$ cat src/design/led_front_pkg.sv
package led_front_pkg;
	// Register indices (address byte after slave address)
	localparam logic [7:0] REG_PRIMARY = 8'h00;
	localparam logic [7:0] REG_SECONDARY = 8'h01;
	localparam logic [7:0] REG_BRIGHT0 = 8'h02;
	localparam logic [7:0] REG_GROUP_DUTY = 8'h0A;
	localparam logic [7:0] REG_GROUP_FREQ = 8'h0B;
	localparam logic [7:0] REG_STATE0 = 8'h0C;
	localparam logic [7:0] REG_STATE1 = 8'h0D;
	localparam logic [7:0] REG_SUB1 = 8'h0E;
	localparam logic [7:0] REG_BROADCAST = 8'h11;
	localparam logic [7:0] REG_LAST = 8'h11;
	localparam logic [7:0] REG_LAST_BUFFERED = 8'h0D;
	// Reset values
	localparam logic [7:0] RST_PRIMARY = 8'h11;
	localparam logic [7:0] RST_SECONDARY = 8'h05;
	localparam logic [7:0] RST_GROUP_DUTY = 8'hFF;
	localparam logic [7:0] RST_SUB1 = 8'hE2;
	localparam logic [7:0] RST_SUB2 = 8'hE4;
	localparam logic [7:0] RST_SUB3 = 8'hE8;
	localparam logic [7:0] RST_BROADCAST = 8'hE0;
	// Field positions
	localparam int BIT_SLEEP = 4;
	localparam int BIT_SUB1_EN = 3;
	localparam int BIT_SUB2_EN = 2;
	localparam int BIT_SUB3_EN = 1;
	localparam int BIT_BCAST_EN = 0;
	localparam int BIT_BLINK_SEL = 5;
	localparam int BIT_UPDATE_SEL = 3;
	// Soft reset call
	localparam logic [7:0] SOFT_RESET_ADDR = 8'h06;
	localparam logic [7:0] SOFT_KEY1 = 8'hA5;
	localparam logic [7:0] SOFT_KEY2 = 8'h5A;
	// Timing
	localparam int CLK_MHZ = 125;
	localparam int OSC_START_US = 500;
	localparam int OSC_START_CYC = OSC_START_US * CLK_MHZ;
	localparam int PWM_KHZ = 97;
	localparam int PWM_STEP_CYC = (CLK_MHZ * 1000) / (PWM_KHZ * 256);
	localparam int DIM_HZ = 190;
	localparam int DIM_STEP_CYC = (CLK_MHZ * 1000000) / (DIM_HZ * 256);
	localparam int BLINK_HZ = 24;
	localparam int BLINK_STEP_CYC = (CLK_MHZ * 1000000) / (BLINK_HZ * 256);
	// Bus walker states
	typedef enum logic [2:0] {
		BUS_IDLE,
		BUS_ADDR,
		BUS_REGSEL,
		BUS_DATA,
		BUS_SOFT,
		BUS_IGNORE
	} bus_state_e;
endpackage : led_front_pkg

$ cat src/design/led_driver_bus_front_end.sv
// Functional notes
// - Broadcast address matched only while broadcast enable bit is 1.
// - Broadcast match uses upper seven bits; lowest bit reserved, written zero.
// - Broadcast address register is writable over the bus like others.
// - Output-enable pin low enables LEDs; high puts all LEDs high impedance.
// - Power-on reset initialises all registers and bus walker.
// - Address 06h with write bit starts a software-reset call.
// - Software-reset address with read bit causes no action.
// - Software-reset keys are A5h then 5Ah, checked in order.
// - Bytes after the second key byte are ignored.
// - STOP after both correct keys resets everything; bus ready at once.
// - Reset state is standby, oscillator off; 500 us start-up after wake.
// - Eight channels, each 97 kHz PWM with 8-bit duty.
// - Group dimming superimposes 190 Hz PWM with 8-bit duty.
// - Group blinking period (n+1)/24 s, 8-bit duty.
// - One group signal at a time, applied to all eight outputs.
// - Receive-only slave; data line never driven.
// - Detect START and STOP on data edges while clock high.
// - Ninth clock per byte carries a 1; any byte count accepted.
// - Sub-call addresses matched only when their enables are set.
// - Update timing bit: buffered regs apply at STOP or ninth clock.
// - State field: 00 off, 01 on, 10 PWM, 11 PWM plus group.
`timescale 1ns/1ps
module led_driver_bus_front_end
	import led_front_pkg::*;
(
	input wire logic clk_sys, // System clock, 125 MHz
	input wire logic rst, // Synchronous reset, power-on
	input wire logic bus_clk, // Two-wire bus clock pin
	input wire logic bus_data, // Two-wire bus data pin
	input wire logic [5:0] hw_addr, // Hardware address pins
	input wire logic output_enable_n, // Active-low output enable pin
	output logic [7:0] led_low, // LED sink drive, high sinks current
	output logic [7:0] led_oe, // LED pin driver enable
	output logic osc_running // Oscillator up after start-up
);
	logic [1:0] clk_sync, data_sync, oe_sync;
	logic clk_q, data_q;
	logic [5:0] hw_meta, hw_pins;
	always_ff @(posedge clk_sys)
	begin
		clk_sync <= {clk_sync[0], bus_clk};
		data_sync <= {data_sync[0], bus_data};
		oe_sync <= {oe_sync[0], output_enable_n};
		hw_meta <= hw_addr;
		hw_pins <= hw_meta;
		clk_q <= clk_sync[1];
		data_q <= data_sync[1];
	end
	wire scl = clk_sync[1];
	wire sda = data_sync[1];
	wire start_det = scl && clk_q && data_q && !sda;
	wire stop_det = scl && clk_q && !data_q && sda;
	wire scl_rise = scl && !clk_q;

	// Registers: live copy and applied copy
	logic [7:0] primary, secondary, broadcast_address;
	logic [7:0] sub_addr [3];
	logic [7:0] bright_pend [8], bright [8];
	logic [7:0] gduty_act, gfreq_act;
	logic [15:0] state_pend, led_state_register;
	logic [7:0] gduty_pend, gfreq_pend;

	bus_state_e state;
	logic [3:0] bit_cnt;
	logic [7:0] shift;
	logic [7:0] reg_ptr;
	logic soft_key_ok, pend_dirty, soft_rst, key1_seen;
	wire byte_done = scl_rise && bit_cnt == 4'd8;
	wire ninth = byte_done;
	wire [7:0] rx_byte = shift;
	wire [6:0] own_addr = {1'b1, hw_pins};
	wire bcast_hit = rx_byte[7:1] == broadcast_address[7:1];
	wire bcast_ok = bcast_hit && primary[BIT_BCAST_EN];
	wire sub_ok = (rx_byte[7:1] == sub_addr[0][7:1] && primary[BIT_SUB1_EN])
		|| (rx_byte[7:1] == sub_addr[1][7:1] && primary[BIT_SUB2_EN])
		|| (rx_byte[7:1] == sub_addr[2][7:1] && primary[BIT_SUB3_EN]);
	wire write_bit = !rx_byte[0];
	wire addr_match = write_bit && (rx_byte[7:1] == own_addr || bcast_ok || sub_ok);
	// soft reset call; read direction ignored
	wire soft_call = rx_byte == SOFT_RESET_ADDR;
	wire write_byte = ninth && state == BUS_DATA;
	wire [7:0] ptr_next = reg_ptr == REG_LAST ? 8'h00 : reg_ptr + 8'h01;
	wire update_on_ack = secondary[BIT_UPDATE_SEL];
	// Byte lands first, applies next cycle
	logic ack_apply;
	always_ff @(posedge clk_sys)
	begin
		if (rst || soft_rst)
			ack_apply <= 1'b0;
		else
			ack_apply <= write_byte && update_on_ack;
	end
	// buffered registers apply at ninth clock or stop
	wire apply_now = ack_apply || (stop_det && pend_dirty);

	// nine clocks per byte, unlimited bytes
	always_ff @(posedge clk_sys)
	begin
		if (rst || soft_rst || start_det)
			bit_cnt <= 4'd0;
		else if (byte_done)
			bit_cnt <= 4'd0;
		else if (scl_rise && state != BUS_IDLE)
			bit_cnt <= bit_cnt + 4'd1;
	end
	always_ff @(posedge clk_sys)
	begin
		if (scl_rise && bit_cnt < 4'd8)
			shift <= {shift[6:0], sda};
	end

	// Bus walker
	always_ff @(posedge clk_sys)
	begin
		soft_rst <= 1'b0;
		if (rst || soft_rst)
		begin
			state <= BUS_IDLE;
			soft_key_ok <= 1'b0;
			reg_ptr <= 8'h00;
		end
		else if (stop_det)
		begin
			// stop after both keys resets device
			soft_rst <= state == BUS_IGNORE && soft_key_ok;
			state <= BUS_IDLE;
		end
		else if (start_det)
		begin
			state <= BUS_ADDR;
			soft_key_ok <= 1'b0;
		end
		else if (byte_done)
		begin
			case (state)
				BUS_ADDR:
					if (soft_call)
						state <= BUS_SOFT;
					else if (addr_match)
						state <= BUS_REGSEL;
					else
						state <= BUS_IGNORE;
				BUS_REGSEL:
				begin
					reg_ptr <= rx_byte;
					state <= BUS_DATA;
				end
				// keys checked in order; later bytes ignored
				BUS_SOFT:
					if (!key1_seen && rx_byte == SOFT_KEY1)
						state <= BUS_SOFT;
					else
					begin
						soft_key_ok <= key1_seen && rx_byte == SOFT_KEY2;
						state <= BUS_IGNORE;
					end
				BUS_DATA:
					reg_ptr <= ptr_next;
				default:
					state <= state;
			endcase
		end
	end
	// First key seen within this call
	always_ff @(posedge clk_sys)
	begin
		if (rst || soft_rst || start_det)
			key1_seen <= 1'b0;
		else if (byte_done && state == BUS_SOFT && rx_byte == SOFT_KEY1)
			key1_seen <= 1'b1;
	end

	always_ff @(posedge clk_sys)
	begin
		if (rst || soft_rst)
		begin
			primary <= RST_PRIMARY;
			secondary <= RST_SECONDARY;
			gduty_pend <= RST_GROUP_DUTY;
			gfreq_pend <= 8'h00;
			state_pend <= 16'h0000;
			sub_addr[0] <= RST_SUB1;
			sub_addr[1] <= RST_SUB2;
			sub_addr[2] <= RST_SUB3;
			broadcast_address <= RST_BROADCAST;
			pend_dirty <= 1'b0;
		end
		else
		begin
			if (apply_now)
				pend_dirty <= 1'b0;
			if (write_byte)
			begin
				if (reg_ptr >= REG_BRIGHT0 && reg_ptr <= REG_LAST_BUFFERED)
					pend_dirty <= 1'b1;
				if (reg_ptr == REG_PRIMARY)
					primary <= rx_byte;
				else if (reg_ptr == REG_SECONDARY)
					secondary <= rx_byte;
				else if (reg_ptr == REG_GROUP_DUTY)
					gduty_pend <= rx_byte;
				else if (reg_ptr == REG_GROUP_FREQ)
					gfreq_pend <= rx_byte;
				else if (reg_ptr == REG_STATE0)
					state_pend[7:0] <= rx_byte;
				else if (reg_ptr == REG_STATE1)
					state_pend[15:8] <= rx_byte;
				else if (reg_ptr >= REG_SUB1 && reg_ptr < REG_BROADCAST)
					sub_addr[reg_ptr[1:0] - 2'd2] <= rx_byte;
				else if (reg_ptr == REG_BROADCAST)
					broadcast_address <= rx_byte;
			end
		end
	end
	always_ff @(posedge clk_sys)
	begin
		if (rst || soft_rst)
		begin
			gduty_act <= RST_GROUP_DUTY;
			gfreq_act <= 8'h00;
			led_state_register <= 16'h0000;
		end
		else if (apply_now)
		begin
			gduty_act <= gduty_pend;
			gfreq_act <= gfreq_pend;
			led_state_register <= state_pend;
		end
	end

	// oscillator off in standby, start-up delay on wake
	logic [16:0] osc_cnt;
	wire sleeping = primary[BIT_SLEEP];
	always_ff @(posedge clk_sys)
	begin
		if (rst || soft_rst || sleeping)
			osc_cnt <= 17'd0;
		else if (osc_cnt != 17'(OSC_START_CYC))
			osc_cnt <= osc_cnt + 17'd1;
	end
	assign osc_running = osc_cnt == 17'(OSC_START_CYC);

	// Step enables for the PWM counters
	logic [3:0] pwm_div;
	logic [15:0] dim_div;
	logic [18:0] blink_div;
	logic [7:0] pwm_ph, dim_ph, blink_ph, blink_sub;
	wire pwm_step = osc_running && pwm_div == 4'(PWM_STEP_CYC - 1);
	wire dim_step = osc_running && dim_div == 16'(DIM_STEP_CYC - 1);
	wire blink_step = osc_running && blink_div == 19'(BLINK_STEP_CYC - 1);
	always_ff @(posedge clk_sys)
	begin
		if (rst || !osc_running)
		begin
			pwm_div <= 4'd0;
			dim_div <= 16'd0;
			blink_div <= 19'd0;
			pwm_ph <= 8'h00;
			dim_ph <= 8'h00;
			blink_ph <= 8'h00;
			blink_sub <= 8'h00;
		end
		else
		begin
			pwm_div <= pwm_step ? 4'd0 : pwm_div + 4'd1;
			dim_div <= dim_step ? 16'd0 : dim_div + 16'd1;
			blink_div <= blink_step ? 19'd0 : blink_div + 19'd1;
			if (pwm_step)
				pwm_ph <= pwm_ph + 8'h01;
			if (dim_step)
				dim_ph <= dim_ph + 8'h01;
			if (blink_step)
			begin
				blink_sub <= blink_sub == gfreq_act ? 8'h00 : blink_sub + 8'h01;
				if (blink_sub == gfreq_act)
					blink_ph <= blink_ph + 8'h01;
			end
		end
	end
	// one group signal for all channels
	wire group_on = secondary[BIT_BLINK_SEL] ? blink_ph < gduty_act : dim_ph < gduty_act;

	genvar ch;
	generate
		for (ch = 0; ch < 8; ch++)
		begin : g_ch
			wire [1:0] led_state_field = led_state_register[2*ch+1:2*ch];
			always_ff @(posedge clk_sys)
			begin
				if (rst || soft_rst)
					bright_pend[ch] <= 8'h00;
				else if (write_byte && reg_ptr == REG_BRIGHT0 + 8'(ch))
					bright_pend[ch] <= rx_byte;
			end
			always_ff @(posedge clk_sys)
			begin
				if (rst || soft_rst)
					bright[ch] <= 8'h00;
				else if (apply_now)
					bright[ch] <= bright_pend[ch];
			end
			wire indiv_on = pwm_ph < bright[ch];
			wire lit = led_state_field == 2'b01 ? 1'b1 :
				led_state_field == 2'b10 ? indiv_on :
				led_state_field == 2'b11 ? indiv_on && group_on : 1'b0;
			always_ff @(posedge clk_sys)
			begin
				if (rst)
					led_low[ch] <= 1'b0;
				else
					led_low[ch] <= lit;
			end
			assign led_oe[ch] = !oe_sync[1] && led_low[ch];
		end
	endgenerate
endmodule : led_driver_bus_front_end

$ cat config.mk
export PLATFORM = sky130hd
export DESIGN_NAME = led_driver_bus_front_end
export DESIGN_NICKNAME = d
export VERILOG_FILES = /design/src/design/led_front_pkg.sv /design/src/design/led_driver_bus_front_end.sv
export SDC_FILE = /design/constraint.sdc
export NUM_CORES = 1
export LEC_CHECK = 0
export BUFFER_PORTS_ARGS = -buffer_cell sky130_fd_sc_hd__buf_4
export CAP_MARGIN = 20
export CORE_MARGIN = 8
export CORE_UTILIZATION = 62
export DETAILED_ROUTE_END_ITERATION = 10
export PLACE_DENSITY = 0.79
export SYNTH_ARGS = -nofsm -noshare
export SYNTH_HDL_FRONTEND = slang
export SYNTH_SLANG_ARGS = --single-unit
$ cat constraint.sdc
create_clock -name clk_sys -period 10.35 [get_ports clk_sys]
set_clock_uncertainty 0.15 [all_clocks]
set_input_delay 1.035 -clock clk_sys [delete_from_list [all_inputs] [get_ports clk_sys]]
set_output_delay 1.035 -clock clk_sys [all_outputs]
set_load 0.02 [all_outputs]
# Word level (Yosys, flattened, before mapping)
# Memories as Yosys holds them, arrays and structs flattened.
# Index checks and enable logic that the tools add are counted.
dict set report totals {
  memories 3
  in_bits 11
  word_cells 349
  ramBits 152
  ff_bits 227
  out_inout_bits 17
}
dict set report op_classes {
  reduce_logical 94
  magnitude_cmp 15
  bitwise 25
  add_sub_neg 11
  eq_ne 59
  muxes 99
}
# name depth word_bits read_ports rd_clocked_by_memory_dff write_ports line
set memory_table {}
lappend memory_table {bright 8 8 8 0 8 led_driver_bus_front_end.sv:59} ;# logic [7:0] bright_pend [8], bright [8];
lappend memory_table {bright_pend 8 8 8 0 8 led_driver_bus_front_end.sv:59}
lappend memory_table {sub_addr 3 8 3 0 3 led_driver_bus_front_end.sv:58} ;# logic [7:0] sub_addr [3];
# operator count
set ops {}
lappend ops {{two-way mux 8 bit} 19}
lappend ops {{less-than comparator 8 bit} 10}
lappend ops {{two-way mux 1 bit} 75}
lappend ops {{logical AND 1 bit} 51}
lappend ops {{equality test 8 x 4 -> 1 bit, second input constant} 6}
lappend ops {{adder 8 x 1 -> 8 bit, second input constant} 5}
lappend ops {{equality test 8 x 3 -> 1 bit, second input constant} 5}
lappend ops {{equality test 7 bit} 5}
lappend ops {{equality test 2 bit, second input constant} 16}
lappend ops {{adder 19 x 1 -> 19 bit, second input constant} 1}
lappend ops {{equality test 19 x 15 -> 1 bit, second input constant} 1}
lappend ops {{adder 17 x 1 -> 17 bit, second input constant} 1}
lappend ops {{equality test 17 x 16 -> 1 bit, second input constant} 1}
lappend ops {{!= test 17 x 16 -> 1 bit, second input constant} 1}
lappend ops {{adder 16 x 1 -> 16 bit, second input constant} 1}
lappend ops {{equality test 16 x 12 -> 1 bit, second input constant} 1}
lappend ops {{equality test 2 x 1 -> 1 bit, second input constant} 8}
lappend ops {{equality test 8 x 2 -> 1 bit, second input constant} 2}
lappend ops {{bitwise OR 1 bit} 16}
lappend ops {{case mux 8 bit (2 select lines)} 1}
lappend ops {{AND reduction 4 bit} 3}
lappend ops {{OR reduction 2 bit} 6}
lappend ops {{logical OR 1 bit} 9}
lappend ops {{inverter 1 bit} 9}
lappend ops {{other kinds (34)} 50}

# Depth between registers and ports, before layout
dict set report depth {
  ltp_word 14
  mapped_depth 11
  depth_no_buf 8
}

# Worst setup path before layout
# No wires, ideal clock.
dict set report synth_path {
  kind {input to register}
  from {input rst}
  to {memory bright[0][0] (enable)}
  arrival_time_ns 2.954
  n_path_buf 2
  t_required_ns 9.512
  slack_ns 6.558
  stages 4
  setup_time_ns 0.688
  cell_sequence {nor2_1 > clkbuf_1 > clkbuf_1 > nand2_1}
}
# item line
set synth_rtl {}
lappend synth_rtl {{start: declaration} led_driver_bus_front_end.sv:28} ;# input wire logic rst,
lappend synth_rtl {{end: declaration} led_driver_bus_front_end.sv:59}

# Worst setup path in the final report
dict set report layout_path {
  from {register osc_cnt[0]}
  to {output osc_running}
}
dict set report layout_between {
  elab_chain_cells 1
}
# item line
set layout_lines {}
lappend layout_lines {{start: declaration} led_driver_bus_front_end.sv:233} ;# logic [16:0] osc_cnt;
lappend layout_lines {{start signal: assignment} led_driver_bus_front_end.sv:240} ;# osc_cnt <= osc_cnt + 17'd1;
lappend layout_lines {{equality test 17 x 16 -> 1 bit} led_driver_bus_front_end.sv:242} ;# assign osc_running = osc_cnt == 17'(OSC_START_CYC);
lappend layout_lines {{end: declaration} led_driver_bus_front_end.sv:35} ;# output logic osc_running
# No other way between the ends.

==> implementation parameters <==
Parameter                              Value

Worst hold path
  End of the worst hold path ... data_sync[1]
  Min-delay src ... data_sync[0]
  Worst hold path stage count ... 0
  Worst min-delay path category ... flop to flop

Setup path
  CP arrival ... 2.05 ns
  Startpoint of the worst-slack reg-to-reg timing path ... osc_cnt[0]
  Cell Chain, Critical Path ... inv_1, ha_1, and4bb_2, nand4_2, inv_1, buf_4
  FF-to-FF setup slack ... 7.40 ns
  Startpoint type of the worst setup path ... flop
  Stage delay of the slowest cell on the critical path ... 0.36 ns
  Crit Path Category ... flop to output pin
  Required time worst endpoint ... 9.17 ns
  Critical Path End Type ... output pin
  Critical-path maximum fanout ... 15
  Cell repeated most along the worst path ... sky130_fd_sc_hd__inv_1
  Cell with the biggest individual delay on the critical path ... sky130_fd_sc_hd__nand4_2
  Reg2reg end ... blink_ph[3]
  R2r worst-path depth ... 8

Pwr
  Sequential share of power ... 0.509
  Switching share of power ... 0.202
  Power share of the clock group ... 0.471
  VDD IR max ... 0.126 mV
  Portion of total power attributed to combinational logic ... 0.020
  Power density normalized to cell area ... 165 mW/mm^2
  Post-route total power ... 3.08 mW
  Static leakage ... 7.50 nW
  Net switching power of the design ... 623 uW
  Internal power ... 2.46 mW

Synthesis
  Commonest cells in the netlist ... sky130_fd_sc_hd__dfxtp_1, sky130_fd_sc_hd__nor2_1, sky130_fd_sc_hd__edfxtp_1
  Fraction of registers with async set or reset after synthesis ... 0
  Leading cell type by number of instances after synthesis ... sky130_fd_sc_hd__dfxtp_1
  Number of enable flip-flop cells after synthesis ... 157
  Synth Area in Simple Gates ... 0.209
  Most used flip-flop cell after synthesis ... sky130_fd_sc_hd__dfxtp_1
  Number of nets produced by synthesis ... 1,752
  Synthesized cell area ... 0.0169 sq mm
  Sequential-to-total area share from yosys stat ... 0.532
  Share of the synthesized netlist area taken by xor and xnor gates ... 0.0611
  Number of cells produced by synthesis ... 1,652
  Mux cell area share after synthesis ... 0.0225
  Post-Synth Adder-Cell Area ... 0.0659
  Area leader, netlist ... sky130_fd_sc_hd__edfxtp_1
  Biggest area contributors in the synthesized netlist ... sky130_fd_sc_hd__edfxtp_1, sky130_fd_sc_hd__dfxtp_1, sky130_fd_sc_hd__ha_1
  Share of the synthesized area in compound gates (AO/OA/AOI/OAI) ... 0.0694
  Distinct cell type count of the synthesized netlist ... 68
  Number of register bits inferred by synthesis ... 371
  Post-synth top area share ... 0.279
  Dominant combinational cell family by area after synthesis ... simple AND/OR/NAND/NOR gates
  Synth Warn # ... 0
  Average size of a mapped cell ... 10.2 sq um

Cells and area
  Final design area excluding fillers ... 0.0187 sq mm
  Antenna diodes ... 0
  Number of nets in the layout ... 1,750
  Share of cells above drive strength 1 ... 0.0803
  FILL cells ... 1,944
  Layout Cells excl Fill ... 2,022
  Final standard cell utilization of the core ... 0.695
  Layout-stage area growth over the synthesis result ... 10.4%

Placed design
  # port buffers ... 27
  Gp weighted congestion ... 0.861
  # placed instances ... 1,950
  Total half-perimeter wirelength after legalization and detailed placement ... 22,300 um
  Setup WS pre-CTS ... 7.31 ns
  Cell Area, Placed ... 0.0173 sq mm

GRT
  Maximum number of pins on one net before global-route repair ... 107
  Antenna violations before repair ... 2
  Grt total ovfl ... 0
  Wire length of the first global-routing pass ... 56,100 um
  Vias in the first global route ... 11,201
  Tot GR Track Use ... 0.207

Route
  Starting DRT DRC Count ... 940
  Routed WL per cell ... 17.0 um
  Via-per-instance ratio ... 5.74
  Number of routed nets with antenna violations ... 0
  Routed via count ... 11,615
  Routed Wire Length ... 34,400 um
  Number of detailed-route iterations in the first pass ... 6
  DR DRC count ... 0

Clocking
  TritonCTS clock tree ... yes
  Post-CTS setup repair buffer count ... 0
  Number of buffers inserted for hold repair after clock tree synthesis ... 0
  Number of buffers on the longest clock path ... 3
  CTS buffer count ... 39
  Clock Pin Slew Worst Setup and Hold Paths ... 0.06 ns
  Clock insertion delay at the later pin of the skew report ... 0.53 ns
  Number of gates given a new drive strength after cts ... 0
  # clock sinks ... 371
  Clock root cell ... sky130_fd_sc_hd__clkbuf_16
  Number of levels in the clock H-tree ... 2

STA
  Final setup vio count ... 0
  Max-Slew Margin vs Limit ... 0.297
  FMAX ... 309 MHz
  Setup repair after global routing missed its margin ... no
  Period minus WS final ... 3.23 ns
  Final count of pins violating max slew ... 0
  Worst Tran Pin Value ... 1.05 ns
  Portion of the clock cycle consumed by the worst path in the final layout ... 0.313
  TNS Setup ... 0 ns
  Slack of the critical path ... 7.12 ns
  Worst hold-check slack ... 0.175 ns
  Fin. Hold Viols ... 0

Die
  Die area ... 0.0328 sq mm
  Die width ... 181 um
  Top-level port count ... 28
  Initial standard-cell utilization of the core ... 0.629
  Total core area ... 0.0269 sq mm
  Die height ... 181 um
  Site row count ... 60

Job
  Max Cap Viol ... 0

Status
  Run status ... finished clean
==> logic make-up (layout without fill, tap and decap cells) <==
group | count (synthesis) | after routing
AO/OA/AOI/OAI | 175 | 175
XOR/XNOR | 118 | 118
adder cells (fa/ha/maj) | 89 | 89
buffers and inverters | 174 | 203
flip-flops | 371 | 371
multiplexers | 38 | 38
AND/OR/NAND/NOR | 687 | 687
==> critical path, delay by kind of cell, from the launching register on <==
kind	cells	cell delay, ns
flip-flops	1	0.35
buffers and inverters	3	0.46
AND/OR/NAND/NOR	2	0.58
adder cells (fa/ha/maj)	1	0.13
==> final cells by class <==
type / count / area (sq um) / share of cell area
Inverter: 94 / 353 / 0.0189
Clock inverter: 19 / 267 / 0.0143
Timing Repair Buffer: 37 / 278 / 0.0149
Multi-Input combinational cell: 1107 / 7260 / 0.389
Clock buffer: 53 / 1080 / 0.0578
Sequential cell: 371 / 9000 / 0.482
Tap cell: 341 / 427 / 0.0229
==> power groups by stage <==
stage	registers (mW)	logic [mW]	clock network (mW)
5_1_grt	1.57	0.0681	1.53
2_1_floorplan	1.59	0.0477	0
3_3_place_gp	1.60	0.0582	0
4_1_cts	1.57	0.0612	1.48
6_report	1.57	0.0612	1.45
3_5_place_dp	1.60	0.0605	0
==> layout by cell type (no fill, tap or decap), types with 38 or more instances in the layout <==
master	netlist	layout
sky130_fd_sc_hd__ha_1	89	89
sky130_fd_sc_hd__and2_1	52	52
sky130_fd_sc_hd__nand2_1	149	148
sky130_fd_sc_hd__dfxtp_1	214	214
sky130_fd_sc_hd__edfxtp_1	157	157
sky130_fd_sc_hd__a21oi_1	62	61
sky130_fd_sc_hd__and3_1	82	82
sky130_fd_sc_hd__xor2_1	59	59
sky130_fd_sc_hd__inv_1	92	92
sky130_fd_sc_hd__mux2i_1	38	38
sky130_fd_sc_hd__nand4_1	42	42
sky130_fd_sc_hd__nand3_1	45	45
sky130_fd_sc_hd__nor2_1	179	178
sky130_fd_sc_hd__xnor2_1	59	59
sky130_fd_sc_hd__clkbuf_16	0	40
==> state kept, by name, indices dropped and copies added, names as in the netlist, 16 cells and up <==
signal / count
sub_addr: 21
dim_div: 16
blink_div: 19
bright_pend: 64
led_state_register: 16
bright: 64
osc_cnt: 17
state_pend: 16
==> layer usage <==
metal | global-route usage | vias up | share of wire
met2 | 0.343 | 321 | 0.47
li1 | - | 5734 | -
met1 | 0.269 | 5462 | 0.44
met5 | 0 | - | 0.00038
met3 | 0.0351 | 96 | 0.059
met4 | 0.0813 | 2 | 0.033
==> how the worst max path moves through the flow <==
stage	from	endpoint	slack, ns	depth (start not counted)
after CTS	osc_cnt[0]	osc_running	7.08	6
after detailed placement	rst	bright_pend[0][17]	7.31	4
final	osc_cnt[0]	osc_running	7.12	6
after floorplan	rst	bright[0][0]	6.56	4
after global routing	osc_cnt[0]	osc_running	6.97	6
after global placement	rst	bright_pend[1][0]	7.37	4
No activity file was read; power rests on OpenSTA's default activity.
